**src/hdl/boot_defines.vh**
```
// Constants shared by the boot loader and its checksum engine.
// Assumes a single 10 MHz tile clock and word-aligned bus offsets.
`ifndef BOOT_DEFINES_VH
`define BOOT_DEFINES_VH

// ========================================================
// Timing
// ========================================================
// Clock rate in MHz.
`define CLK_MHZ 10
// Least delay from reset release to boot, in microseconds.
`define RST_SEQ_US 15
// Delay in clock cycles, microseconds times the clock rate in MHz.
`define RST_SEQ_CYC (`RST_SEQ_US * `CLK_MHZ)

// ========================================================
// Register byte offsets
// ========================================================
`define REG_SEC 8'h00
`define REG_STATUS 8'h04
`define REG_USERCODE 8'h08
`define REG_PROG_ADDR 8'h0c
`define REG_PROG_DATA 8'h10
`define REG_PROG_CTRL 8'h14

// ========================================================
// Security register fields
// ========================================================
`define SEC_JTAG_OFF 0
`define SEC_LINK_OFF 1
`define SEC_OTP_BOOT 5
`define SEC_REDUNDANT 7
`define SEC_LOCK0 8
`define SEC_MASTER_LOCK 12
`define SEC_JTAG_OTP_OFF 13
`define SEC_UID_LSB 22
`define SEC_UID_MSB 31

// ========================================================
// Image and checksum
// ========================================================
`define CRC_SKIP 32'h0d15ab1e
`define CRC_POLY 32'hedb88320
`define CRC_INIT 32'hffffffff

// ========================================================
// Programming port identifiers and control fields
// ========================================================
`define OTP_ADDR_PORT_ID 24'h100200
`define OTP_DATA_PORT_ID 24'h200100
`define OTP_CTRL_PORT_ID 24'h100300
`define CTRL_GO 0
`define CTRL_CLR_ERR 1
`define PADDR_SEC 15

`endif

```
**src/hdl/boot_loader.v**
```verilog
// Tile boot loader: security load, OTP or flash boot, OTP program gate.
// Assumes OTP answers reads with a valid strobe, flash streams bytes
// on request and SRAM takes one word write per cycle.
`timescale 1ns/100ps
`include "boot_defines.vh"

module boot_loader #(
	parameter OTP_AW = 11,
	parameter SRAM_AW = 15,
	parameter [21:0] SILICON_REV = 22'h000000
) (
	input wire ref_clk_i,
	input wire nrst_i,
	input wire wb_cyc_i,
	input wire wb_stb_i,
	input wire wb_we_i,
	input wire [7:0] wb_adr_i,
	input wire [3:0] wb_sel_i,
	input wire [31:0] wb_dat_i,
	output reg [31:0] wb_dat_o,
	output reg wb_ack_o,
	output reg otp_rd_o,
	output reg otp_sec_o,
	output reg [OTP_AW-1:0] otp_addr_o,
	input wire [31:0] otp_rdata_i,
	input wire otp_rvalid_i,
	output reg otp_prog_o,
	output reg [15:0] otp_prog_addr_o,
	output reg [31:0] otp_prog_data_o,
	output reg flash_req_o,
	input wire [7:0] flash_byte_i,
	input wire flash_valid_i,
	output reg sram_we_o,
	output reg [SRAM_AW-1:0] sram_addr_o,
	output reg [31:0] sram_wdata_o,
	output reg core_run_o,
	output reg boot_err_o,
	output reg gpio_pd_o,
	output reg jtag_block_o,
	output reg link_block_o,
	output reg otp_redundant_o,
	output reg jtag_otp_block_o
);

	// ========================================================
	// States
	// ========================================================
	localparam [3:0] ST_RSEQ = 4'h0;
	localparam [3:0] ST_SEC = 4'h1;
	localparam [3:0] ST_PICK = 4'h2;
	localparam [3:0] ST_OTP = 4'h3;
	localparam [3:0] ST_FSIZE = 4'h4;
	localparam [3:0] ST_FPROG = 4'h5;
	localparam [3:0] ST_FCRC = 4'h6;
	localparam [3:0] ST_CHECK = 4'h7;
	localparam [3:0] ST_RUN = 4'h8;
	localparam [3:0] ST_ERR = 4'h9;
	// Full-width end count, cut to the counter's width on purpose.
	localparam [31:0] RSEQ_END = `RST_SEQ_CYC - 1;
	localparam [15:0] RSEQ_LAST = RSEQ_END[15:0];
	localparam [OTP_AW-1:0] OTP_LAST = {OTP_AW{1'b1}};

	reg [3:0] state_q; // Boot sequencer state.
	reg [15:0] rseq_q; // Reset sequence cycle count.
	reg rd_wait_q; // An OTP read is outstanding.
	reg [31:0] sec_q; // Loaded security register.
	reg sec_valid_q; // Security contents have been loaded.
	reg [1:0] bcnt_q; // Byte position within a word.
	reg [31:0] word_q; // Word being assembled.
	reg [31:0] left_q; // Program words still to come.
	reg crc_init_q; // Restarts the checksum engine.
	reg [15:0] paddr_q; // Programming address port.
	reg [31:0] pdata_q; // Programming data port.
	reg [15:0] pctrl_q; // Programming control port.
	reg perr_q; // Sticky refused programming flag.
	wire [31:0] crc; // Finished checksum.

	// ========================================================
	// Helpers
	// ========================================================
	// Merges write data into a register under byte enables.
	function [31:0] lane_merge;
		input [31:0] old;
		input [31:0] nw;
		input [3:0] sel;
		integer i;
		begin
			lane_merge = old;
			for (i = 0; i < 4; i = i + 1) begin
				if (sel[i]) begin
					lane_merge[8*i +: 8] = nw[8*i +: 8];
				end
			end
		end
	endfunction

	// Byte handshake with the flash stream.
	wire take = flash_req_o & flash_valid_i;
	// Word with the new byte placed on top, low byte first.
	wire [31:0] word_nx = {flash_byte_i, word_q[31:8]};
	wire last_b = (bcnt_q == 2'b11);
	// Checksum covers count and program bytes only.
	wire crc_en = take & ((state_q == ST_FSIZE) | (state_q == ST_FPROG));

	crc32_byte u_crc (
		.ref_clk_i(ref_clk_i),
		.nrst_i(nrst_i),
		.init_i(crc_init_q),
		.en_i(crc_en),
		.byte_i(flash_byte_i),
		.crc_o(crc)
	);

	// ========================================================
	// Bus decode
	// ========================================================
	wire bus_req = wb_cyc_i & wb_stb_i & ~wb_ack_o;
	wire bus_wr = bus_req & wb_we_i;
	wire wr_ctrl = bus_wr & (wb_adr_i == `REG_PROG_CTRL);
	wire go = wr_ctrl & wb_sel_i[0] & wb_dat_i[`CTRL_GO];
	wire clr = wr_ctrl & wb_sel_i[0] & wb_dat_i[`CTRL_CLR_ERR];
	// Sector of the programming address: 512 words each.
	wire [1:0] sector = paddr_q[10:9];
	wire to_sec = paddr_q[`PADDR_SEC];
	// Refused before the security load, on the master lock, or on the sector lock outside the security row.
	wire locked = ~sec_valid_q | sec_q[`SEC_MASTER_LOCK] |
		(~to_sec & sec_q[`SEC_LOCK0 + sector]);
	wire [31:0] user_code = {sec_q[`SEC_UID_MSB:`SEC_UID_LSB],
		SILICON_REV};
	// Merged write words for the 16-bit ports; only the low half is kept.
	wire [31:0] paddr_mg = lane_merge({16'h0000, paddr_q}, wb_dat_i,
		wb_sel_i);
	wire [31:0] pctrl_mg = lane_merge({16'h0000, pctrl_q}, wb_dat_i,
		wb_sel_i);

	// ========================================================
	// Boot sequencer
	// ========================================================
	// Walks reset delay, security load, then the chosen boot path.
	always @(posedge ref_clk_i or negedge nrst_i) begin
		if (!nrst_i) begin
			state_q <= ST_RSEQ;
			rseq_q <= 16'h0000;
			rd_wait_q <= 1'b0;
			sec_q <= 32'h00000000;
			sec_valid_q <= 1'b0;
			bcnt_q <= 2'b00;
			word_q <= 32'h00000000;
			left_q <= 32'h00000000;
			crc_init_q <= 1'b1;
			otp_rd_o <= 1'b0;
			otp_sec_o <= 1'b0;
			otp_addr_o <= {OTP_AW{1'b0}};
			flash_req_o <= 1'b0;
			sram_we_o <= 1'b0;
			sram_addr_o <= {SRAM_AW{1'b0}};
			sram_wdata_o <= 32'h00000000;
			core_run_o <= 1'b0;
			boot_err_o <= 1'b0;
			gpio_pd_o <= 1'b1;
		end else begin
			otp_rd_o <= 1'b0;
			sram_we_o <= 1'b0;
			crc_init_q <= 1'b0;
			case (state_q)
			ST_RSEQ: begin
				// Internal reset sequence before any boot step.
				if (rseq_q == RSEQ_LAST) begin
					state_q <= ST_SEC;
					gpio_pd_o <= 1'b0;
					otp_rd_o <= 1'b1;
					otp_sec_o <= 1'b1;
					rd_wait_q <= 1'b1;
				end else begin
					rseq_q <= rseq_q + 16'h0001;
				end
			end
			ST_SEC: begin
				// Security word is captured before anything uses it.
				if (otp_rvalid_i) begin
					sec_q <= otp_rdata_i;
					sec_valid_q <= 1'b1;
					// Restart the checksum now, well before the first byte.
					crc_init_q <= 1'b1;
					otp_sec_o <= 1'b0;
					rd_wait_q <= 1'b0;
					state_q <= ST_PICK;
				end
			end
			ST_PICK: begin
				if (sec_q[`SEC_OTP_BOOT]) begin
					state_q <= ST_OTP;
					otp_addr_o <= {OTP_AW{1'b0}};
					otp_rd_o <= 1'b1;
					rd_wait_q <= 1'b1;
				end else begin
					state_q <= ST_FSIZE;
					flash_req_o <= 1'b1;
				end
				bcnt_q <= 2'b00;
				sram_addr_o <= {SRAM_AW{1'b0}};
			end
			ST_OTP: begin
				// Copies each OTP word to the same SRAM word.
				if (rd_wait_q & otp_rvalid_i) begin
					sram_we_o <= 1'b1;
					sram_wdata_o <= otp_rdata_i;
					sram_addr_o <= {{(SRAM_AW-OTP_AW){1'b0}}, otp_addr_o};
					if (otp_addr_o == OTP_LAST) begin
						rd_wait_q <= 1'b0;
						state_q <= ST_RUN;
					end else begin
						otp_addr_o <= otp_addr_o + 1'b1;
						otp_rd_o <= 1'b1;
					end
				end
			end
			ST_FSIZE: begin
				// Gathers the program word count.
				if (take) begin
					word_q <= word_nx;
					bcnt_q <= bcnt_q + 2'b01;
					if (last_b) begin
						left_q <= word_nx;
						state_q <= (word_nx == 32'h00000000) ?
							ST_FCRC : ST_FPROG;
					end
				end
			end
			ST_FPROG: begin
				// Each full word lands at the next SRAM address.
				if (take) begin
					word_q <= word_nx;
					bcnt_q <= bcnt_q + 2'b01;
					if (last_b) begin
						sram_we_o <= 1'b1;
						sram_wdata_o <= word_nx;
						left_q <= left_q - 32'h00000001;
						if (left_q == 32'h00000001) begin
							state_q <= ST_FCRC;
						end
					end
				end
				if (sram_we_o) begin
					sram_addr_o <= sram_addr_o + 1'b1;
				end
			end
			ST_FCRC: begin
				// Trailing checksum; stream stops after its top byte.
				if (take) begin
					word_q <= word_nx;
					bcnt_q <= bcnt_q + 2'b01;
					if (last_b) begin
						flash_req_o <= 1'b0;
						state_q <= ST_CHECK;
					end
				end
			end
			ST_CHECK: begin
				// Magic word bypasses the comparison.
				if (word_q == `CRC_SKIP) begin
					state_q <= ST_RUN;
				end else if (word_q == crc) begin
					state_q <= ST_RUN;
				end else begin
					state_q <= ST_ERR;
				end
				sram_addr_o <= {SRAM_AW{1'b0}};
			end
			ST_RUN: begin
				// Processor starts at SRAM address zero.
				core_run_o <= 1'b1;
				sram_addr_o <= {SRAM_AW{1'b0}};
			end
			ST_ERR: begin
				boot_err_o <= 1'b1;
			end
			default: begin
				state_q <= ST_ERR;
			end
			endcase
		end
	end

	// ========================================================
	// Security outputs
	// ========================================================
	// Protections stay on until the loaded bits say otherwise.
	always @(posedge ref_clk_i or negedge nrst_i) begin
		if (!nrst_i) begin
			jtag_block_o <= 1'b1;
			link_block_o <= 1'b1;
			otp_redundant_o <= 1'b0;
			jtag_otp_block_o <= 1'b1;
		end else begin
			jtag_block_o <= ~sec_valid_q | sec_q[`SEC_JTAG_OFF];
			link_block_o <= ~sec_valid_q | sec_q[`SEC_LINK_OFF];
			otp_redundant_o <= sec_valid_q & sec_q[`SEC_REDUNDANT];
			jtag_otp_block_o <= ~sec_valid_q |
				sec_q[`SEC_JTAG_OTP_OFF];
		end
	end

	// ========================================================
	// Programming ports
	// ========================================================
	// Issues a program strobe only when no lock applies.
	always @(posedge ref_clk_i or negedge nrst_i) begin
		if (!nrst_i) begin
			otp_prog_o <= 1'b0;
			otp_prog_addr_o <= 16'h0000;
			otp_prog_data_o <= 32'h00000000;
			perr_q <= 1'b0;
		end else begin
			otp_prog_o <= go & ~locked;
			if (go & ~locked) begin
				otp_prog_addr_o <= paddr_q;
				otp_prog_data_o <= pdata_q;
			end
			// A refusal in the clearing cycle still sets the flag.
			if (go & locked) begin
				perr_q <= 1'b1;
			end else if (clr) begin
				perr_q <= 1'b0;
			end
		end
	end

	// ========================================================
	// Wishbone slave
	// ========================================================
	// Single-wait answer: ack one cycle after the strobe, then drop.
	always @(posedge ref_clk_i or negedge nrst_i) begin
		if (!nrst_i) begin
			wb_ack_o <= 1'b0;
			wb_dat_o <= 32'h00000000;
			paddr_q <= 16'h0000;
			pdata_q <= 32'h00000000;
			pctrl_q <= 16'h0000;
		end else begin
			wb_ack_o <= bus_req;
			wb_dat_o <= 32'h00000000;
			if (bus_wr) begin
				case (wb_adr_i)
				`REG_PROG_ADDR: begin
					paddr_q <= paddr_mg[15:0];
				end
				`REG_PROG_DATA: begin
					pdata_q <= lane_merge(pdata_q, wb_dat_i,
						wb_sel_i);
				end
				`REG_PROG_CTRL: begin
					pctrl_q <= pctrl_mg[15:0];
				end
				default: begin
					pctrl_q <= pctrl_q;
				end
				endcase
			end else if (bus_req) begin
				case (wb_adr_i)
				`REG_SEC: wb_dat_o <= sec_q;
				`REG_STATUS: wb_dat_o <= {22'h000000, perr_q,
					sec_valid_q, boot_err_o, core_run_o, 2'b00,
					state_q};
				`REG_USERCODE: wb_dat_o <= user_code;
				`REG_PROG_ADDR: wb_dat_o <= {16'h0000, paddr_q};
				`REG_PROG_DATA: wb_dat_o <= pdata_q;
				`REG_PROG_CTRL: wb_dat_o <= {16'h0000, pctrl_q};
				default: wb_dat_o <= 32'h00000000;
				endcase
			end
		end
	end

endmodule

```
**src/hdl/crc32_byte.v**
```verilog
// Byte-wide reflected CRC-32 register with synchronous restart.
// Assumes bytes arrive one per enable pulse, least significant bit first.
`timescale 1ns/100ps
`include "boot_defines.vh"

module crc32_byte (
	input wire ref_clk_i,
	input wire nrst_i,
	input wire init_i,
	input wire en_i,
	input wire [7:0] byte_i,
	output wire [31:0] crc_o
);

	// Running residue.
	reg [31:0] crc_q;

	// ========================================================
	// Step function
	// ========================================================
	// Folds one byte into the residue, bit 0 first.
	function [31:0] crc_step;
		input [31:0] c;
		input [7:0] b;
		integer i;
		reg [31:0] r;
		begin
			r = c ^ {24'h000000, b};
			for (i = 0; i < 8; i = i + 1) begin
				r = r[0] ? ((r >> 1) ^ `CRC_POLY) : (r >> 1);
			end
			crc_step = r;
		end
	endfunction

	// Residue starts all ones and absorbs each enabled byte outside a restart cycle.
	always @(posedge ref_clk_i or negedge nrst_i) begin
		if (!nrst_i) begin
			crc_q <= `CRC_INIT;
		end else if (init_i) begin
			crc_q <= `CRC_INIT;
		end else if (en_i) begin
			crc_q <= crc_step(crc_q, byte_i);
		end
	end

	// The finished checksum is the inverted residue.
	assign crc_o = ~crc_q;

endmodule
```
**config.mk**
```make
export PLATFORM = sky130hd
export DESIGN_NAME = boot_loader
export DESIGN_NICKNAME = d
export VERILOG_FILES = /design/src/hdl/boot_loader.v /design/src/hdl/crc32_byte.v
export VERILOG_INCLUDE_DIRS = /design/src /design/src/hdl
export SDC_FILE = /design/constraint.sdc
export NUM_CORES = 1
export LEC_CHECK = 0
export BUFFER_PORTS_ARGS = -buffer_cell sky130_fd_sc_hd__buf_2
export CAP_MARGIN = 10
export CORE_ASPECT_RATIO = 0.75
export CORE_MARGIN = 5
export CORE_UTILIZATION = 26
export CTS_CLUSTER_SIZE = 10
export DETAILED_ROUTE_END_ITERATION = 10
export PLACE_DENSITY = 0.47
export SLEW_MARGIN = 10
export SYNTH_ARGS = -nofsm -noshare
export SYNTH_HDL_FRONTEND = slang
export SYNTH_HIERARCHICAL = 1
export SYNTH_SLANG_ARGS = --single-unit
```
**constraint.sdc**
```tcl
create_clock -name ref_clk_i -period 2.75 [get_ports ref_clk_i]
set_clock_uncertainty 0.1 [all_clocks]
set_input_delay 0.55 -clock ref_clk_i [delete_from_list [all_inputs] [get_ports ref_clk_i]]
set_output_delay 0.55 -clock ref_clk_i [all_outputs]
set_load 0.005 [all_outputs]
```
==> impl_metrics.csv, run 1 <==
group,metric,value,unit
critical_path,startpoint_of_the_worst_slack_reg_to_reg_timing_path,"left_q[0]$_DFFE_PN0P_",
synth,post_synth_inst_count,1603,
die,boundaryPins,242,
detailed_routing,drtPass1Iterations,5,
placed_design,place_congestion,0.838,
critical_path,crit_path_start_kind,"register",
sta,achievable-frequency,0.388,GHz
sta,period_needed,2.58,ns
critical_path,crit_path_start,"left_q[0]$_DFFE_PN0P_",
grt,grt_antenna_before_repair,10,
placed_design,post_dp_cell_area,0.0203,sq mm
grt,track_usage,0.164,
detailed_routing,post_drt_antenna_nets,0,
grt,grt-ovfl-total,0,
synth,post_synth_instance_area,0.0175,sq mm
critical_path,critical_path_cell_count,8,
power_and_ir_drop,power_density,535,mW/mm^2
final_layout,final_cell_mix,"dfrtp_1 (332), buf_2 (240), mux2_2 (167)",
synth,synth_fp_nets,1701,
synth,synth-edff-count,0,
min_path,whs_path_depth,2,
sta,setup_viol,0,
final_layout,layout_commonest_cell,"dfrtp_1",
final_layout,nets,1994,
detailed_routing,route.vias.total,13800,
critical_path,critical_path_buf_inv_count,1,
critical_path,critPathCaptureType,"register",
synth,yosys_warnings,6,
final_layout,area_growth_syn_to_layout,24.2,%
sta,tightestPinTransition,0.636,ns
sta,timing.slew.headroom,0.576,
die,die_h,235,microns
critical_path,cp_max_fo,6,
critical_path,cp_data_required_time,3.09,ns
cts,clockRootBuffer,"clkbuf_16",
critical_path,path_delay_family,"simple AND/OR/NAND/NOR gates",
detailed_routing,wirelength,60900,microns
critical_path,worstSetupPathType,"reg2reg",
cts,tritoncts_num_sinks,369,
critical_path,critical-path-slowest-cell,"or3b_1",
synth,synth-main-ff-cell,"dfrtp_1",
cts,worst_setup_hold_path_clk_slew,0.06,ns
critical_path,slowest_delay,0.45,ns
critical_path,crit_arrival,2.92,ns
power_and_ir_drop,total_power,11.6,mW
die,row_count,82,
detailed_routing,number_of_design_rule_violations_left_by_the_first_detailed_router_iteration,1001,
cts,clock_insertion_delay_worst_skew,0.57,ns
min_path,timing.hold.worst.class,"in2reg",
cts,ctsHtreeMaxLevel,2,
sta,timing.hold.ws,0.130,ns
sta,post-route-worst-setup-slack,0.172,ns
die,initial_core_utilization,0.262,
detailed_routing,drcViolationCount,0,
cts,tritoncts.num_buffers,45,
grt,pin_count_of_the_biggest_net_entering_global_routing,87,
synth,ys_async_sr_fraction,1.00,
synth,seq_area_frac_synth,0.531,
sta,fin_crit_sh,0.938,
synth,postSynthRegisterBits,369,
detailed_routing,routed_via_density,4.89,
synth,synth_area_per_cell,10.9,sq um
cts,cts_tree,"done",
cts,cts_setup_buffers,0,
power_and_ir_drop,leakagePower,10.7,nW
status,run_status,"finished clean",
critical_path,ff2ff_path_depth,8,
sta,hold_viol,0,
critical_path,timing.critical_path.cells,"inv_1 -> ha_1 -> or3b_1 -> or3_1 -> or2_1 -> nor3_1 -> a31oi_1 -> o22a_1",
sta,fin_setup_tns,0,ns
cts,clock_tree.buffer_depth,3,
final_layout,design_area,0.0217,sq mm
die,coreArea,0.0667,sq mm
grt,wire_length_of_the_first_global_routing_pass,92500,microns
min_path,worst_hold_startpoint,"wb_dat_i[25]",
detailed_routing,routed_wire_length_per_instance,21.7,microns
placed_design,detailed_place_hpwl,45300,microns
die,design.die.area,0.0726,sq mm
placed_design,pre_cts_ws,0.140,ns
final_layout,post_route_cells_drive_above_1_share,0.332,
sta,unrepaired_setup_endpoints_after_global_routing,"no",
placed_design,io_buffers,241,
die,die_width,310,microns
grt,grt_pass1_vias,14000,
synth,netlist-cell-type-count,77,
run,cap_viol_max_count,0,
sta,finalMaxSlewViolations,0,
power_and_ir_drop,ir_worst_vdd,0.406,mV
[power breakdown]
part	internal (mW)	switching [mW]	total, mW
clock	3.31	2.33	5.64
combinational	0.200	0.343	0.542
sequential	5.44	0.00600	5.45
total	8.95	2.68	11.6
[logic make-up after synthesis]
group	Yosys count	share of synthesized area
simple gates	483	0.134
fa+ha+maj	7	0.00501
mux	184	0.121
flops	369	0.531
xor+xnor	125	0.0700
buf+inv	136	0.0308
compound gates	299	0.109
[per-stage QoR]
stage / std cells / util
floorplan: 1603 / -
global placement: 2730 / 0.305
detailed placement: 2730 / 0.305
CTS: 2807 / 0.325
global route: 2808 / 0.326
finish: 2810 / 0.326
[layer usage]
metal  vias to the layer above  track usage  share of wire
met5                         -            0         0.0014
met4                        10       0.0311          0.016
met3                        79       0.0493          0.076
met2                       414        0.230           0.41
met1                      6965        0.252           0.49
li1                       6284            -              -
[state kept, by name (all words and copies together) (netlist names), 4 cells and up]
| signal | count |
|---|---|
| pctrl_q | 16 |
| otp_prog_data_o | 32 |
| wb_dat_o | 32 |
| pdata_q | 32 |
| sram_addr_o | 15 |
| rseq_q | 16 |
| left_q | 32 |
| otp_addr_o | 11 |
| u_crc/crc_q | 32 |
| paddr_q | 16 |
| state_q | 4 |
| sec_q | 32 |
| otp_prog_addr_o | 16 |
| word_q | 32 |
| sram_wdata_o | 32 |
[area by class of cell]
cell class | count | area (sq um)
clock inverters | 5 | 65.1
multi-input cells | 1098 | 7720
repair buffers | 330 | 2050
clock buffers | 71 | 1300
inverters | 52 | 195
fillers | 6869 | 45000
diodes | 3 | 7.51
well taps | 882 | 1100
flip-flops and latches | 369 | 9280
[cell usage after synthesis (14+ instances only)]
| library cell | instances | area, sq um |
|---|---|---|
| dfrtp_1 | 332 | 8310 |
| mux2_2 | 167 | 1880 |
| nand2_1 | 147 | 552 |
| nor2_1 | 134 | 503 |
| a21oi_1 | 75 | 375 |
| xnor2_1 | 66 | 578 |
| clkbuf_1 | 63 | 236 |
| o21ai_0 | 60 | 300 |
| inv_1 | 51 | 191 |
| a22oi_1 | 47 | 353 |
| xor2_1 | 46 | 403 |
| nor3_1 | 40 | 200 |
| dfstp_2 | 37 | 972 |
| a31oi_1 | 36 | 225 |
| nand3_1 | 33 | 165 |
| nor4_1 | 26 | 163 |
| o211ai_1 | 19 | 143 |
| nand4_1 | 18 | 113 |
| a211o_1 | 14 | 123 |
[timing repair]
item | in CTS | in global routing
resized for setup | 0 | 1
setup endpoints to repair | 0 | 2
hold buffers | 1 | 0
hold endpoints to repair | 37 | 0
[path summary, 6_finish.rpt]
| kind | end | slack, ns |
|---|---|---|
| hold reg to reg | gpio_pd_o$_DFFE_PN1P_ | 0.39 |
| setup reg to reg | left_q[18]$_DFFE_PN0P_ | 0.17 |
| hold / removal | pdata_q[25]$_DFFE_PN0P_ | 0.13 |
| setup / recovery | left_q[18]$_DFFE_PN0P_ | 0.17 |
| min in group asynchronous | bcnt_q[0]$_DFFE_PN0P_ | 0.49 |
| max in group asynchronous | link_block_o$_DFF_PN1_ | 1.24 |
[worst reg2reg max path, stage by stage, from the launching register on]
cell and delay, ns:
dfrtp_1 0.41, inv_1 0.11, ha_1 0.19, or3b_1 0.45
or3_1 0.37, or2_1 0.28, nor3_1 0.21, a31oi_1 0.12
o22a_1 0.22
Power figures use the tool's default switching activity.
==> run 2: changes to the inputs <==
--- a/config.mk
+++ b/config.mk
@@ -13,3 +13,3 @@
 export CORE_UTILIZATION = 26
-export CTS_CLUSTER_SIZE = 10
+export CTS_CLUSTER_SIZE = 25
 export DETAILED_ROUTE_END_ITERATION = 10
--- a/constraint.sdc
+++ b/constraint.sdc
@@ -4,2 +4,2 @@
 set_output_delay 0.55 -clock ref_clk_i [all_outputs]
-set_load 0.005 [all_outputs]
+set_load 0.02 [all_outputs]
==> impl_metrics.csv, run 2 (same netlist as run 1, synthesis figures left out) <==
group,metric,value,unit
grt,wire_length_of_the_first_global_routing_pass,92900,microns
cts,clock_tree.buffer_depth,3,
sta,fin_crit_sh,0.932,
detailed_routing,post_drt_antenna_nets,0,
sta,tightestPinTransition,0.641,ns
detailed_routing,wirelength,61100,microns
grt,track_usage,0.165,
placed_design,pre_cts_ws,0.140,ns
sta,hold_viol,0,
critical_path,worstSetupPathType,"reg2reg",
cts,cts_tree,"done",
placed_design,place_congestion,0.838,
status,run_status,"finished clean",
grt,grt_pass1_vias,14100,
detailed_routing,routed_via_density,4.91,
final_layout,post_route_cells_drive_above_1_share,0.336,
sta,setup_viol,0,
sta,post-route-worst-setup-slack,0.188,ns
detailed_routing,met2_routed_wl,25400,microns
critical_path,crit_arrival,2.89,ns
detailed_routing,number_of_design_rule_violations_left_by_the_first_detailed_router_iteration,971,
placed_design,io_buffers,241,
die,die_width,310,microns
cts,cts_setup_buffers,0,
placed_design,numPlacedInstances,2730,
detailed_routing,topRoutingLayerUsed,"met5",
sta,timing.slew.headroom,0.573,
final_layout,nets,1992,
placed_design,detailed_place_hpwl,45300,microns
power_and_ir_drop,power_density,538,mW/mm^2
placed_design,post_dp_cell_area,0.0203,sq mm
sta,period_needed,2.56,ns
power_and_ir_drop,total_power,11.7,mW
run,cap_viol_max_count,0,
cts,ctsHtreeMaxLevel,2,
sta,achievable-frequency,0.390,GHz
detailed_routing,dr_wl_met3,4430,microns
detailed_routing,route.layer.met1.wl,30300,microns
grt,grt_antenna_before_repair,10,
cts,tritoncts.num_buffers,43,
die,design.die.area,0.0726,sq mm
final_layout,layout_commonest_cell,"dfrtp_1",
cts,tritoncts_num_sinks,369,
detailed_routing,routed_wire_length_per_instance,21.8,microns
final_layout,final-instance-count-excl-fill,2807,
critical_path,cp_max_fo,4,
critical_path,critPathCaptureType,"register",
sta,finalMaxSlewViolations,0,
final_layout,area_growth_syn_to_layout,24.2,%
detailed_routing,drtPass1Iterations,5,
min_path,timing.hold.worst.class,"in2reg",
die,die_h,235,microns
die,coreArea,0.0667,sq mm
detailed_routing,drcViolationCount,0,
critical_path,ff2ff_path_depth,6,
power_and_ir_drop,leakagePower,10.7,nW
sta,unrepaired_setup_endpoints_after_global_routing,"no",
critical_path,crit_path_start_kind,"register",
power_and_ir_drop,ir_worst_vdd,0.360,mV
grt,grt-ovfl-total,0,
die,initial_core_utilization,0.262,
die,row_count,82,
min_path,whs_path_depth,2,
final_layout,final_cell_mix,"dfrtp_1 (332), buf_2 (240), mux2_2 (167)",
sta,fin_setup_tns,0,ns
die,boundaryPins,242,
cts,clockRootBuffer,"clkbuf_16",
critical_path,cp_data_required_time,3.07,ns
cts,clock_insertion_delay_worst_skew,0.56,ns
detailed_routing,route.vias.total,13800,
final_layout,share_of_the_core_filled_with_cells_in_the_final_layout,0.326,
final_layout,design_area,0.0217,sq mm
sta,timing.hold.ws,0.134,ns
grt,pin_count_of_the_biggest_net_entering_global_routing,87,
cts,worst_setup_hold_path_clk_slew,0.06,ns
[run 2: changes by cell type in the layout (fill, tap and decap cells not counted), sizes merged]
cell	change
clkbuf	-7
bufinv	+2
clkinvlp	+2
[run 2: path summary, 6_finish.rpt]
| check | slack (ns) | startpoint | end |
|---|---|---|---|
| worst min-delay path | 0.13 | wb_dat_i[25] | pdata_q[25]$_DFFE_PN0P_ |
| max in group asynchronous | 1.22 | nrst_i | link_block_o$_DFF_PN1_ |
| worst max-delay path | 0.19 | left_q[26]$_DFFE_PN0P_ | state_q[0]$_DFFE_PN0P_ |
| worst max register to register | 0.19 | left_q[26]$_DFFE_PN0P_ | state_q[0]$_DFFE_PN0P_ |
| min in group asynchronous | 0.51 | nrst_i | word_q[3]$_DFFE_PN0P_ |
| worst min register to register | 0.38 | rseq_q[15]$_DFFE_PN0P_ | rseq_q[15]$_DFFE_PN0P_ |
[run 2: worst max-delay path, cell delays in order, from the launching register on]
cell,delay (ns)
dfrtp_1,0.39
or4_4,0.58
nor4_1,0.30
a41oi_1,0.19
and4b_1,0.32
o31a_1,0.21
mux2_1,0.34
[run 2: layout make-up]
| cell class | count | area [sq um] |
|---|---|---|
| timing repair buffer | 330 | 2050 |
| antenna | 3 | 7.51 |
| clock buffer | 64 | 1240 |
| fill | 6850 | 45000 |
| clock inverter | 9 | 129 |
| sequential | 369 | 9280 |
| tap | 882 | 1100 |
| multi-input combinational | 1098 | 7720 |
| inverter | 52 | 195 |
[run 2: routing by layer]
metal	global-route usage	up-vias
li1	-	6271
met3	0.0424	75
met2	0.232	414
met4	0.0315	10
met1	0.255	6999
met5	0	-
[run 2: timing repair]
| item | 4_1_cts | 5_1_grt |
|---|---|---|
| gates resized for setup | 0 | 1 |
| endpoints found under the setup margin | 0 | 2 |
| hold endpoints to repair | 37 | 0 |
| hold buffers | 1 | 0 |
[run 2: report_power, final]
part	leakage [nW]	switching [mW]	total (mW)	internal [mW]
Combinational	5.05	0.343	0.543	0.200
Sequential	4.95	0.00604	5.45	5.44
Clock	0.668	2.31	5.70	3.39
